**config.mk**
```make
export PLATFORM = sky130hd
export DESIGN_NAME = rac_host_flat
export DESIGN_NICKNAME = d
export VERILOG_FILES = /design/src/rac_pkg.sv /design/src/rac_spi_if.sv /design/src/rac_tick_div.sv /design/src/rac_host.sv /design/src/flat_wrapper.sv
export SDC_FILE = /design/constraint.sdc
export NUM_CORES = 1
export LEC_CHECK = 0
export ABC_AREA = 1
export BUFFER_PORTS_ARGS = -buffer_cell sky130_fd_sc_hd__buf_2
export CORE_UTILIZATION = 59
export CTS_CLUSTER_SIZE = 30
export DETAILED_ROUTE_END_ITERATION = 12
export PLACE_DENSITY = 0.91
export SLEW_MARGIN = 20
export SYNTH_ARGS = -nofsm -noshare
export SYNTH_HDL_FRONTEND = slang
export SYNTH_HIERARCHICAL = 1
export SYNTH_SLANG_ARGS = --single-unit
```
**constraint.sdc**
```tcl
create_clock -name REF_CLK -period 2.4 [get_ports REF_CLK]
set_clock_uncertainty 0.15 [all_clocks]
set_input_delay 0.48 -clock REF_CLK [delete_from_list [all_inputs] [get_ports REF_CLK]]
set_output_delay 0.48 -clock REF_CLK [all_outputs]
set_load 0.005 [all_outputs]
```
**src/rac_pkg.sv**
```systemverilog
package rac_pkg;
  // ----------------------------------------------------------------
  // Widths and byte counts
  // ----------------------------------------------------------------
  localparam int WORD_W = 32;
  localparam int RAMP_W = 88;
  localparam logic [3:0] WORD_BYTES = 4'h4;
  localparam logic [3:0] RAMP_BYTES = 4'hb;

  // ----------------------------------------------------------------
  // Auxiliary register indices
  // ----------------------------------------------------------------
  localparam logic [4:0] IDX_INIT_A = 5'h00;
  localparam logic [4:0] IDX_INIT_B = 5'h01;
  localparam logic [4:0] IDX_INIT_C = 5'h02;
  localparam logic [4:0] IDX_INIT_D = 5'h03;
  localparam logic [4:0] IDX_TX_LEVEL = 5'h04;
  localparam logic [4:0] IDX_SIG_CFG = 5'h05;
  localparam logic [4:0] IDX_BANK = 5'h07;
  localparam logic [4:0] IDX_PART = 5'h08;
  localparam logic [4:0] IDX_EXTRA = 5'h0c;
  localparam logic [4:0] IDX_EXT_OPT = 5'h0d;
  localparam logic [4:0] IDX_RAMP = 5'h0e;

  // ----------------------------------------------------------------
  // Reset and initialization values
  // ----------------------------------------------------------------
  localparam logic [31:0] RST_WORD = 32'h0000_0000;
  localparam logic [31:0] RST_INIT_D = 32'h0300_1200;
  localparam logic [31:0] VAL_INIT_A = 32'h404b_01e2;
  localparam logic [31:0] VAL_INIT_B = 32'hc04b_0000;
  localparam logic [31:0] VAL_INIT_C = 32'hd0fc_8c02;
  localparam logic [31:0] VAL_INIT_D = 32'h9900_3941;
  localparam logic [31:0] VAL_TX_HIGH = 32'hd99e_860b;
  localparam logic [31:0] VAL_TX_CARRIER = 32'hd99e_8621;
  localparam logic [31:0] VAL_SIG_CFG = 32'h2406_7fa6;
  localparam logic [31:0] VAL_EXTRA = 32'h0073_1200;
  localparam logic [31:0] VAL_EXT_OPT = 32'h0080_b436;
  localparam logic [87:0] VAL_RAMP = 88'hff_fffe_f7cf_2081_0408_2041;

  // ----------------------------------------------------------------
  // Field positions
  // ----------------------------------------------------------------
  localparam int TX_LEVEL_BIT = 20;
  localparam int THR_LSB = 26;
  localparam int THR_W = 4;
  localparam int MEAS_OFF_BIT = 18;
  localparam int BANK_BIT = 7;

  // ----------------------------------------------------------------
  // Link command bytes
  // ----------------------------------------------------------------
  localparam logic [7:0] CMD_OP_MASK = 8'he0;
  localparam logic [7:0] CMD_READ = 8'h00;
  localparam logic [7:0] CMD_WRITE = 8'h20;
  localparam logic [7:0] CMD_TOGGLE = 8'h50;
  localparam logic [7:0] TOGGLE_KEY = 8'h53;

  // ----------------------------------------------------------------
  // Controller APB map
  // ----------------------------------------------------------------
  localparam logic [7:0] APB_CTRL = 8'h00;
  localparam logic [7:0] APB_STATUS = 8'h04;
  localparam logic [7:0] APB_PART = 8'h08;
  localparam int CTRL_START = 0;
  localparam int CTRL_CARRIER = 1;
  localparam int ST_BUSY = 0;
  localparam int ST_DONE = 1;
  localparam int ST_BANK_ERR = 2;
  localparam int ST_BANK = 3;
endpackage : rac_pkg

```
**src/rac_spi_if.sv**
```systemverilog
`timescale 1ns/10ps
// Four-wire serial link between the controller and the register bank
interface rac_spi_if;
  logic sck;
  logic cs_n;
  logic mosi;
  logic miso;
  modport host (output sck, output cs_n, output mosi, input miso);
  modport dev (input sck, input cs_n, input mosi, output miso);
endinterface : rac_spi_if

```
**src/rac_tick_div.sv**
```systemverilog
`timescale 1ns/10ps
// ------------------------------------------------------------------
// Enable divider: one-cycle tick every HALF cycles while running
// ------------------------------------------------------------------
module rac_tick_div #(
  parameter int HALF = 2
) (
  input wire logic clk,
  input wire logic rst_n,
  input wire logic run,
  output logic tick
);
  logic [7:0] cnt;

  // The serial slave needs one cycle to see an edge and one to answer
  if (HALF < 2 || HALF > 255) begin : g_bad_half
    $error("rac_tick_div: HALF must be 2 to 255");
  end

  // Count restarts when idle so the first tick is a full half period away
  always_ff @(posedge clk) begin
    if (!rst_n || !run) begin
      cnt <= 8'h00;
      tick <= 1'b0;
    end else if (cnt == 8'(HALF - 1)) begin
      cnt <= 8'h00;
      tick <= 1'b1;
    end else begin
      cnt <= cnt + 8'h01;
      tick <= 1'b0;
    end
  end
endmodule : rac_tick_div

```
**src/rac_host.sv**
```systemverilog
`timescale 1ns/10ps
// ------------------------------------------------------------------
// Bank initialization controller, serial master side
// ------------------------------------------------------------------
module rac_host #(
  parameter int SCK_HALF = 2
) (
  input wire logic REF_CLK,
  input wire logic RST_N,
  input wire logic PSEL,
  input wire logic PENABLE,
  input wire logic PWRITE,
  input wire logic [7:0] PADDR,
  input wire logic [rac_pkg::WORD_W-1:0] PWDATA,
  output logic [rac_pkg::WORD_W-1:0] PRDATA,
  output logic PREADY,
  output logic PSLVERR,
  rac_spi_if.host LINK
);
  import rac_pkg::*;

  typedef enum logic [1:0] {
    S_IDLE = 2'b00,
    S_SETUP = 2'b01,
    S_SHIFT = 2'b11,
    S_GAP = 2'b10
  } rac_state_e;

  typedef enum logic [1:0] {
    K_WRITE,
    K_CHK_AUX,
    K_CHK_PRI,
    K_PART
  } rac_kind_e;

  typedef struct packed {
    rac_kind_e kind;
    logic [7:0] cmd;
    logic [3:0] nbytes;
    logic [87:0] data;
  } rac_step_s;

  localparam logic [3:0] LAST_STEP = 4'hd;
  localparam logic [3:0] WR_BYTES = WORD_BYTES + 4'h1;
  localparam logic [3:0] KEY_BYTES = 4'h2;

  // ----------------------------------------------------------------
  // Init script: enter bank, check, program, read id, leave, check
  // ----------------------------------------------------------------
  function automatic rac_step_s wr(input logic [4:0] idx, input logic [31:0] val);
    rac_step_s s;
    s.kind = K_WRITE;
    s.cmd = CMD_WRITE | {3'h0, idx};
    s.nbytes = WR_BYTES;
    s.data = {56'h0, val};
    return s;
  endfunction : wr

  function automatic rac_step_s rd(input logic [4:0] idx, input rac_kind_e k);
    rac_step_s s;
    s.kind = k;
    s.cmd = CMD_READ | {3'h0, idx};
    s.nbytes = WR_BYTES;
    s.data = 88'h0;
    return s;
  endfunction : rd

  function automatic rac_step_s step_rom(input logic [3:0] n, input logic carrier);
    rac_step_s s;
    s.kind = K_WRITE;
    s.cmd = CMD_TOGGLE;
    s.nbytes = KEY_BYTES;
    s.data = {80'h0, TOGGLE_KEY};
    unique case (n)
      4'h0: s = s;
      4'h1: s = rd(IDX_BANK, K_CHK_AUX);
      4'h2: s = wr(IDX_INIT_A, VAL_INIT_A);
      4'h3: s = wr(IDX_INIT_B, VAL_INIT_B);
      4'h4: s = wr(IDX_INIT_C, VAL_INIT_C);
      4'h5: s = wr(IDX_INIT_D, VAL_INIT_D);
      4'h6: s = wr(IDX_TX_LEVEL, carrier ? VAL_TX_CARRIER : VAL_TX_HIGH);
      4'h7: s = wr(IDX_SIG_CFG, VAL_SIG_CFG);
      4'h8: s = wr(IDX_EXTRA, VAL_EXTRA);
      4'h9: s = wr(IDX_EXT_OPT, VAL_EXT_OPT);
      4'ha: begin
        s = wr(IDX_RAMP, 32'h0);
        s.nbytes = RAMP_BYTES + 4'h1;
        s.data = VAL_RAMP;
      end
      4'hb: s = rd(IDX_PART, K_PART);
      4'hc: s = s;
      4'hd: s = rd(IDX_BANK, K_CHK_PRI);
      default: s = s; // Codes above the last step never run
    endcase
    return s;
  endfunction : step_rom

  rac_state_e state;
  logic [3:0] step;
  logic carrier;
  logic done;
  logic bank_err;
  logic bank_seen;
  logic [31:0] part;
  logic sck;
  logic [2:0] bit_cnt;
  logic [3:0] byte_cnt;
  logic [95:0] buf_sh;
  logic [7:0] rx_byte;
  logic [31:0] rx_word;
  logic tick;

  // ----------------------------------------------------------------
  // APB slave: one wait state, error on unmapped addresses
  // ----------------------------------------------------------------
  wire apb_setup = PSEL & PENABLE & ~PREADY;
  wire apb_done = PSEL & PENABLE & PREADY;
  wire sel_ctrl = PADDR == APB_CTRL;
  wire sel_status = PADDR == APB_STATUS;
  wire sel_part = PADDR == APB_PART;
  wire mapped = sel_ctrl | sel_status | sel_part;
  wire busy = state != S_IDLE;
  // A start while busy is dropped rather than queued
  wire start = apb_done & PWRITE & sel_ctrl & PWDATA[CTRL_START] & ~busy;
  wire [31:0] ctrl_word = 32'(carrier) << CTRL_CARRIER;
  wire [31:0] status_word = (32'(busy) << ST_BUSY) | (32'(done) << ST_DONE)
    | (32'(bank_err) << ST_BANK_ERR) | (32'(bank_seen) << ST_BANK);
  wire [31:0] rd_mux = sel_ctrl ? ctrl_word : sel_status ? status_word
    : sel_part ? part : RST_WORD;

  always_ff @(posedge REF_CLK) begin
    if (!RST_N) begin
      PREADY <= 1'b0;
      PSLVERR <= 1'b0;
      PRDATA <= RST_WORD;
    end else begin
      PREADY <= apb_setup;
      PSLVERR <= apb_setup & ~mapped;
      if (apb_setup) begin
        PRDATA <= PWRITE ? RST_WORD : rd_mux;
      end
    end
  end

  // Mode bit may change at any time; it is sampled per step
  always_ff @(posedge REF_CLK) begin
    if (!RST_N) begin
      carrier <= 1'b0;
    end else if (apb_done && PWRITE && sel_ctrl) begin
      carrier <= PWDATA[CTRL_CARRIER];
    end
  end

  // ----------------------------------------------------------------
  // Serial engine: mode 0, msb first in a byte, least byte first
  // ----------------------------------------------------------------
  rac_tick_div #(.HALF(SCK_HALF)) u_div (
    .clk(REF_CLK),
    .rst_n(RST_N),
    .run(busy),
    .tick(tick)
  );

  rac_step_s cur;
  assign cur = step_rom(step, carrier);
  wire last_bit = bit_cnt == 3'h7;
  wire last_byte = byte_cnt == cur.nbytes - 4'h1;
  // Next bit is set up on the falling edge, half a period before use
  wire next_mosi = last_bit ? buf_sh[15] : buf_sh[3'h6 - bit_cnt];
  wire step_bad = (cur.kind == K_CHK_AUX && !rx_word[BANK_BIT])
    || (cur.kind == K_CHK_PRI && rx_word[BANK_BIT]);

  always_ff @(posedge REF_CLK) begin
    if (!RST_N) begin
      state <= S_IDLE;
      step <= 4'h0;
      sck <= 1'b0;
      LINK.cs_n <= 1'b1;
      LINK.mosi <= 1'b0;
      bit_cnt <= 3'h0;
      byte_cnt <= 4'h0;
      buf_sh <= 96'h0;
      rx_byte <= 8'h00;
      rx_word <= RST_WORD;
    end else if (start) begin
      state <= S_SETUP;
      step <= 4'h0;
    end else if (tick) begin
      unique case (state)
        S_IDLE: state <= S_IDLE;
        S_SETUP: begin
          state <= S_SHIFT;
          LINK.cs_n <= 1'b0;
          buf_sh <= {cur.data, cur.cmd};
          LINK.mosi <= cur.cmd[7];
          bit_cnt <= 3'h0;
          byte_cnt <= 4'h0;
        end
        S_SHIFT: begin
          if (!sck) begin
            sck <= 1'b1;
            rx_byte <= {rx_byte[6:0], LINK.miso};
          end else begin
            sck <= 1'b0;
            bit_cnt <= bit_cnt + 3'h1;
            LINK.mosi <= next_mosi;
            if (last_bit) begin
              buf_sh <= buf_sh >> 8;
              rx_word <= {rx_byte, rx_word[31:8]};
              byte_cnt <= byte_cnt + 4'h1;
            end
            if (last_bit && last_byte) begin
              state <= S_GAP;
              LINK.cs_n <= 1'b1;
              LINK.mosi <= 1'b0;
            end
          end
        end
        S_GAP: begin
          // Script ends on the final check; no other address is touched
          state <= (step == LAST_STEP) ? S_IDLE : S_SETUP;
          step <= (step == LAST_STEP) ? 4'h0 : step + 4'h1;
        end
      endcase
    end
  end

  assign LINK.sck = sck;

  // ----------------------------------------------------------------
  // Results of read steps, gathered when a frame closes
  // ----------------------------------------------------------------
  always_ff @(posedge REF_CLK) begin
    if (!RST_N) begin
      done <= 1'b0;
      bank_err <= 1'b0;
      bank_seen <= 1'b0;
      part <= RST_WORD;
    end else if (start) begin
      done <= 1'b0;
      bank_err <= 1'b0;
    end else if (tick && state == S_GAP) begin
      if (cur.kind == K_CHK_AUX || cur.kind == K_CHK_PRI) begin
        bank_seen <= rx_word[BANK_BIT];
      end
      if (step_bad) begin
        bank_err <= 1'b1;
      end
      if (cur.kind == K_PART) begin
        part <= rx_word;
      end
      if (step == LAST_STEP) begin
        done <= 1'b1;
      end
    end
  end
endmodule : rac_host

```
**src/flat_wrapper.sv**
```systemverilog
// flat-port wrapper written by rule: the top's interface ports become plain ports
module rac_host_flat import rac_pkg::*;
#(
  parameter int SCK_HALF = 2
)
  (REF_CLK, RST_N, PSEL, PENABLE, PWRITE, PADDR, PWDATA, PRDATA, PREADY, PSLVERR, LINK_sck, LINK_cs_n, LINK_mosi, LINK_miso);
  rac_spi_if LINK_i ();
  input wire logic REF_CLK;
  input wire logic RST_N;
  input wire logic PSEL;
  input wire logic PENABLE;
  input wire logic PWRITE;
  input wire logic [7:0] PADDR;
  input wire logic [rac_pkg::WORD_W-1:0] PWDATA;
  output logic [rac_pkg::WORD_W-1:0] PRDATA;
  output logic PREADY;
  output logic PSLVERR;
  output wire logic [$bits(LINK_i.sck)-1:0] LINK_sck;
  output wire logic [$bits(LINK_i.cs_n)-1:0] LINK_cs_n;
  output wire logic [$bits(LINK_i.mosi)-1:0] LINK_mosi;
  input wire logic [$bits(LINK_i.miso)-1:0] LINK_miso;
  assign LINK_sck = LINK_i.sck;
  assign LINK_cs_n = LINK_i.cs_n;
  assign LINK_mosi = LINK_i.mosi;
  assign LINK_i.miso = LINK_miso;
  rac_host #(.SCK_HALF(SCK_HALF)) u_core (.REF_CLK(REF_CLK), .RST_N(RST_N), .PSEL(PSEL), .PENABLE(PENABLE), .PWRITE(PWRITE), .PADDR(PADDR), .PWDATA(PWDATA), .PRDATA(PRDATA), .PREADY(PREADY), .PSLVERR(PSLVERR), .LINK(LINK_i));
endmodule
```
* After elaboration in Yosys (flattened, before gate mapping)
Cells that the tools add are included.
** Storage, ports and cells
- Bits in registers :: 231
- Latch bits :: 0
- RAM bits :: 0
- ROM bits :: 0
- Output and inout bits :: 37
- Logic and storage cells :: 139
- Memories :: 0
** Operators by class
- Add/subtract/negate cells :: 6
- Multiply operators :: 0
- Divide/modulo/power cells :: 0
- Order comparisons :: 1
- Equality and inequality tests :: 28
- Shift operators :: 0
- Mux-type cells :: 32
- Bitwise operators :: 19
- Reduce and logical (&&, ||, !) cells :: 32
** Operator list (count)
- 102-bit one-hot mux with 12 select lines :: 1
- 96-bit two-way mux :: 2
- 96-bit one-hot mux with 2 select lines :: 1
- 32-bit two-way mux :: 4
- 32-bit by 3-bit bitwise OR with 32-bit output :: 1
- 32-bit by 4-bit bitwise OR with 32-bit output :: 1
- 4-bit == test, second input constant :: 5
- 4-bit by 3-bit == test with 1-bit output, second input constant :: 4
- 3-bit AND reduction :: 5
- 5-bit AND reduction :: 3
- 4-bit two-way mux :: 3
- 1-bit two-way mux :: 11
- 4-bit by 1-bit adder with 4-bit output, second input constant :: 2
- 8-bit by 1-bit adder with 8-bit output, second input constant :: 1
- 1-bit bitwise AND :: 8
- 2-bit == test, second input constant :: 4
- 4-bit by 2-bit == test with 1-bit output, second input constant :: 2
- 8-bit by 1-bit == test with 1-bit output, second input constant :: 1
- 8-bit by 3-bit == test with 1-bit output, second input constant :: 1
- 8-bit by 4-bit == test with 1-bit output, second input constant :: 1
- 8-bit logical NOT :: 1
- 3-bit by 8-bit less-than comparator with 1-bit output, second input constant :: 1
- 2-bit one-hot mux with 4 select lines :: 1
- 4-bit one-hot mux with 2 select lines :: 1
- 26 further kinds :: 53

* Logic depth before layout (Yosys ltp)
- Depth after elaboration :: 10
- Mapped depth :: 12
- Mapped depth without buffers :: 12

* Cells and area by module
The synthesis kept the hierarchy.
** Modules (own cells, without submodules)
- rac_host :: times used 1, cells an instance 1043, area an instance 7776.2 µm², sequential area each 3763.6 µm²
- rac_tick_div :: times used 1, cells an instance 68, area an instance 474.2 µm², sequential area each 180.2 µm²

* Worst setup path after synthesis
No wires, ideal clock.
- Kind :: register -> register
- From :: register u_core.step[0]
- To :: register u_core.part[22]
- Library setup time :: 0.070 ns
- Arrival time :: 1.913 ns
- Data required time :: 2.180 ns
- Slack :: 0.267 ns
- Cell stages (with the launch flop) :: 12
- Period minus slack after synthesis :: 2.133 ns
- Cell sequence :: dfxtp_1 -> inv_1 -> nor2_1 -> nand2_1 -> inv_1 -> a21oi_1 -> inv_1 -> ha_1 -> clkbuf_1 -> clkbuf_1 -> nand3_1 -> a21oi_1
** Between the ends
- Cells in the longest elaborated chain, start to end :: 4
** Ends and longest elaborated chain
- start: declaration :: RTL line rac_host.sv:99 : logic [3:0] step;
- start signal: assignment :: RTL line rac_host.sv:222 : step <= (step == LAST_STEP) ? 4'h0 : step + 4'h1;
- 4-bit == test (tied with other cells) :: RTL line rac_host.sv:74 : unique case (n)
- 102-bit one-hot mux with 12 select lines (*) :: RTL line rac_host.sv:74
- 2-bit == test (*) :: RTL line rac_host.sv:249 : if (cur.kind == K_PART) begin
- 3-bit AND reduction (no line) (*)
- end signal: assignment :: RTL line rac_host.sv:250 : part <= rx_word;
- end: declaration :: RTL line rac_host.sv:104 : logic [31:0] part;
Mark *: on every way between the ends. The rest lies on a longest branch, timed or not.
A chain may end at the register's enable or synchronous reset.

* Worst setup path in the final report
- From :: register u_core.step[0]
- To :: register u_core.part[12]
The elaborated chain is that of the path after synthesis.

==> impl_metrics.tcl <==
set metrics [dict create \
    end_kind "register" \
    cts.path.max_buffers 2 \
    gp_congestion 0.907 \
    num_rows 42 \
    path_class "reg2reg" \
    r2r_end "u_core/part[12]" \
    crit_path_frequent_cell "inv_1" \
    design_area_sq_mm 0.00920 \
    cts.sinks 197 \
    grt_max_degree 76 \
    synth_top_area_share 0.478 \
    drc_errors 0 \
    worstPathRequired_ns 2.61 \
    final.min_clock_period_ns 2.25 \
    slew_violations 0 \
    cts_resized 0 \
    grt_use_total 0.286 \
    ys_warn_count 6 \
    wire_per_inst_microns 14.9 \
    worstHoldStart "LINK_miso" \
    post_synth.cell_area_avg_sq_um 7.43 \
    maxCapViolations 0 \
    die_x_microns 120 \
    dp_hpwl_microns 12800 \
    power_mw 6.21 \
    max_freq_mhz 445 \
    synth.net_count 1166 \
    cts_buffers 17 \
    drtPass1Iterations 8 \
    p_leak_nw 3.82 \
    min_period_over_period 0.937 \
    grt_pass1_vias 6970 \
    power_density_mw_per_mm2 675 \
    tns_ns 0 \
    n_fill_cell 1093 \
    port_buffers 52 \
    drive_gt1_frac 0.121 \
    setup_violations 0 \
    seq_area_frac_synth 0.478 \
    slowest_delay_ns 0.33 \
    fp.dieH_microns 120 \
    core_sq_mm 0.0135 \
    worst-path-buf-inv 4 \
    antenna_found_initial 0 \
    num-nets-final 1195 \
    syn_inst 1111 \
    tightest_slew_ns 0.568 \
    vias_per_cell 5.70 \
    ys_async_sr_fraction 0 \
    vias 7576 \
    worstPathArrival_ns 2.46 \
    min_path_cells 3 \
    start_kind "register" \
    synth_top_flop_cell "dfxtp_1" \
    netlist_area_sq_mm 0.00825 \
    rsz0062_at_grt "false" \
    yosysTopAreaCell "dfxtp_1" \
    r2r_slack_ns 0.15 \
    dieArea_sq_mm 0.0145 \
    ys_ff_latch 197 \
    htree_levels 4 \
    initial_core_util 0.613 \
    wirelength_microns 19700 \
    globalRoute.totalOverflow 0 \
    crit_path_top_delay_cell "dfxtp_1" \
    status "complete, no violations" \
    hold_violations 0 \
    post_cts_buffers 0 \
    holdPathEnd "u_core/rx_byte[0]" \
    areaGrowthSynthToFinish_pct 11.6 \
    path_clk_slew_ns 0.07 \
    cts_tree "built" \
    synth.distinct_cells 36 \
    drt_iter0_drc 916 \
    ir_worst_vdd_uv 562 \
    synth_area_leaders "dfxtp_1 (48%), nand2_1 (11%), a21oi_1 (9.0%)" \
    clock_latency_ns 0.44 \
    min_path_type "in2reg" \
    crit_path_cell_trace "inv_1 > nor2_1 > nand2_1 > inv_1 > a21oi_1 > inv_1 > ha_1 > buf_4 > nand3_1 > a21oi_1" \
    grt_pass1_wl_microns 33100 \
    synth-edff-count 0 \
    cts-root-buf "clkbuf_16" \
    regToRegStartpoint "u_core/step[0]" \
    rr_worst_depth 10 \
    place_area_sq_mm 0.00861 \
    io_pins 83 \
    diodes 0 \
    crit_fanout 29 \
    relSlewSlack 0.620 \
    ctsHoldBuffers 0 \
    ant_nets 0 \
    path_delay_family "buffers and inverters" \
]
-- sequential cells by signal, indices dropped and copies added (netlist names), 3 cells and up --
signal	flops
u_core/buf_sh	62
u_core/rx_byte	8
u_core/part	32
u_core/u_div/cnt	8
u_core/PRDATA	32
u_core/byte_cnt	4
u_core/step	4
u_core/rx_word	32
u_core/bit_cnt	3
-- Yosys cell counts, types with 8 or more instances --
cell	count
nand3_1	65
nand2_1	244
o21ai_1	11
inv_1	65
o21ai_0	83
buf_4	8
clkbuf_1	31
a21oi_1	148
nor2_1	134
inv_2	11
dfxtp_1	197
a31oi_1	14
buf_2	11
o211ai_1	13
nand4_1	8
nor3_1	9
buf_6	8
ha_1	9
-- logic make-up after synthesis --
kind of cell,Yosys count,share of synthesized area
AND/OR/NAND/NOR,482,0.248
AO/OA/AOI/OAI,284,0.184
flip-flops,197,0.478
buffers and inverters,138,0.0754
adder cells (fa/ha/maj),9,0.0136
XOR/XNOR,1,0.00106
-- how the worst max path moves through the flow --
stage,slack (ns),cells after the start,from,end
2_1_floorplan,0.27,11,u_core/step[0],u_core/part[22]
3_3_place_gp,0.33,11,u_core/state[0],u_core/buf_sh[27]
3_5_place_dp,0.28,9,u_core/state[0],u_core/buf_sh[45]
4_1_cts,0.24,9,u_core/state[0],u_core/buf_sh[61]
5_1_grt,0.02,10,u_core/step[0],u_core/part[12]
6_report,0.15,10,u_core/step[0],u_core/part[12]
-- worst min-delay path: cells and delay by family --
kind	cells	cell delay, ns
buffers and inverters	1	0.08
and+or+nand+nor	2	0.12
-- where the power goes --
group	total [mW]	internal (mW)	switching, mW
Clock	2.84	1.58	1.26
Sequential	3.27	3.27	0.000577
Combinational	0.0986	0.0260	0.0726
Total	6.21	4.87	1.34
-- placed cells by master, fill, tap and decap left out, drive strengths merged --
cell type,n
nand2,248
dfxtp,197
a21oi,152
nor2,145
o21ai,95
inv,81
buf,72
nand3,67
clkbuf,19
a31oi,14
o211ai,13
nor3,10
ha,9
nand4,8
a211oi,4
clkinv,4
o22ai,3
bufinv,2
clkinvlp,2
o31ai,2
or2,2
nor4,2
o21a,1
xnor2,1
-- per-layer routing --
metal	up-vias	wire length, microns	global-route usage
li1	3718	-	-
met2	309	9100	0.454
met3	38	1520	0.0627
met5	-	0	0
met4	0	356	0.0918
met1	3511	8760	0.386
-- area by class of cell --
type | instances | area [sq um] | share of cell area
clock buffer | 19 | 443 | 0.0481
clock inverter | 13 | 146 | 0.0159
inverter | 76 | 285 | 0.0310
multi-input combinational | 776 | 3690 | 0.401
sequential | 197 | 3940 | 0.428
tap | 176 | 220 | 0.0239
timing repair buffer | 72 | 473 | 0.0514
-- per-stage QoR --
stage                     worst slack (ns)  hold WS (ns)  cells  utilization
after global placement               0.331         0.278   1297        0.640
final                                0.152         0.129   1329        0.684
after floorplan                      0.267         0.275   1111            -
after global routing                0.0201         0.170   1329        0.684
after CTS                            0.241         0.116   1329        0.684
after detailed placement             0.284         0.291   1297        0.640
Note: power is estimated with default switching activity, not from simulation.
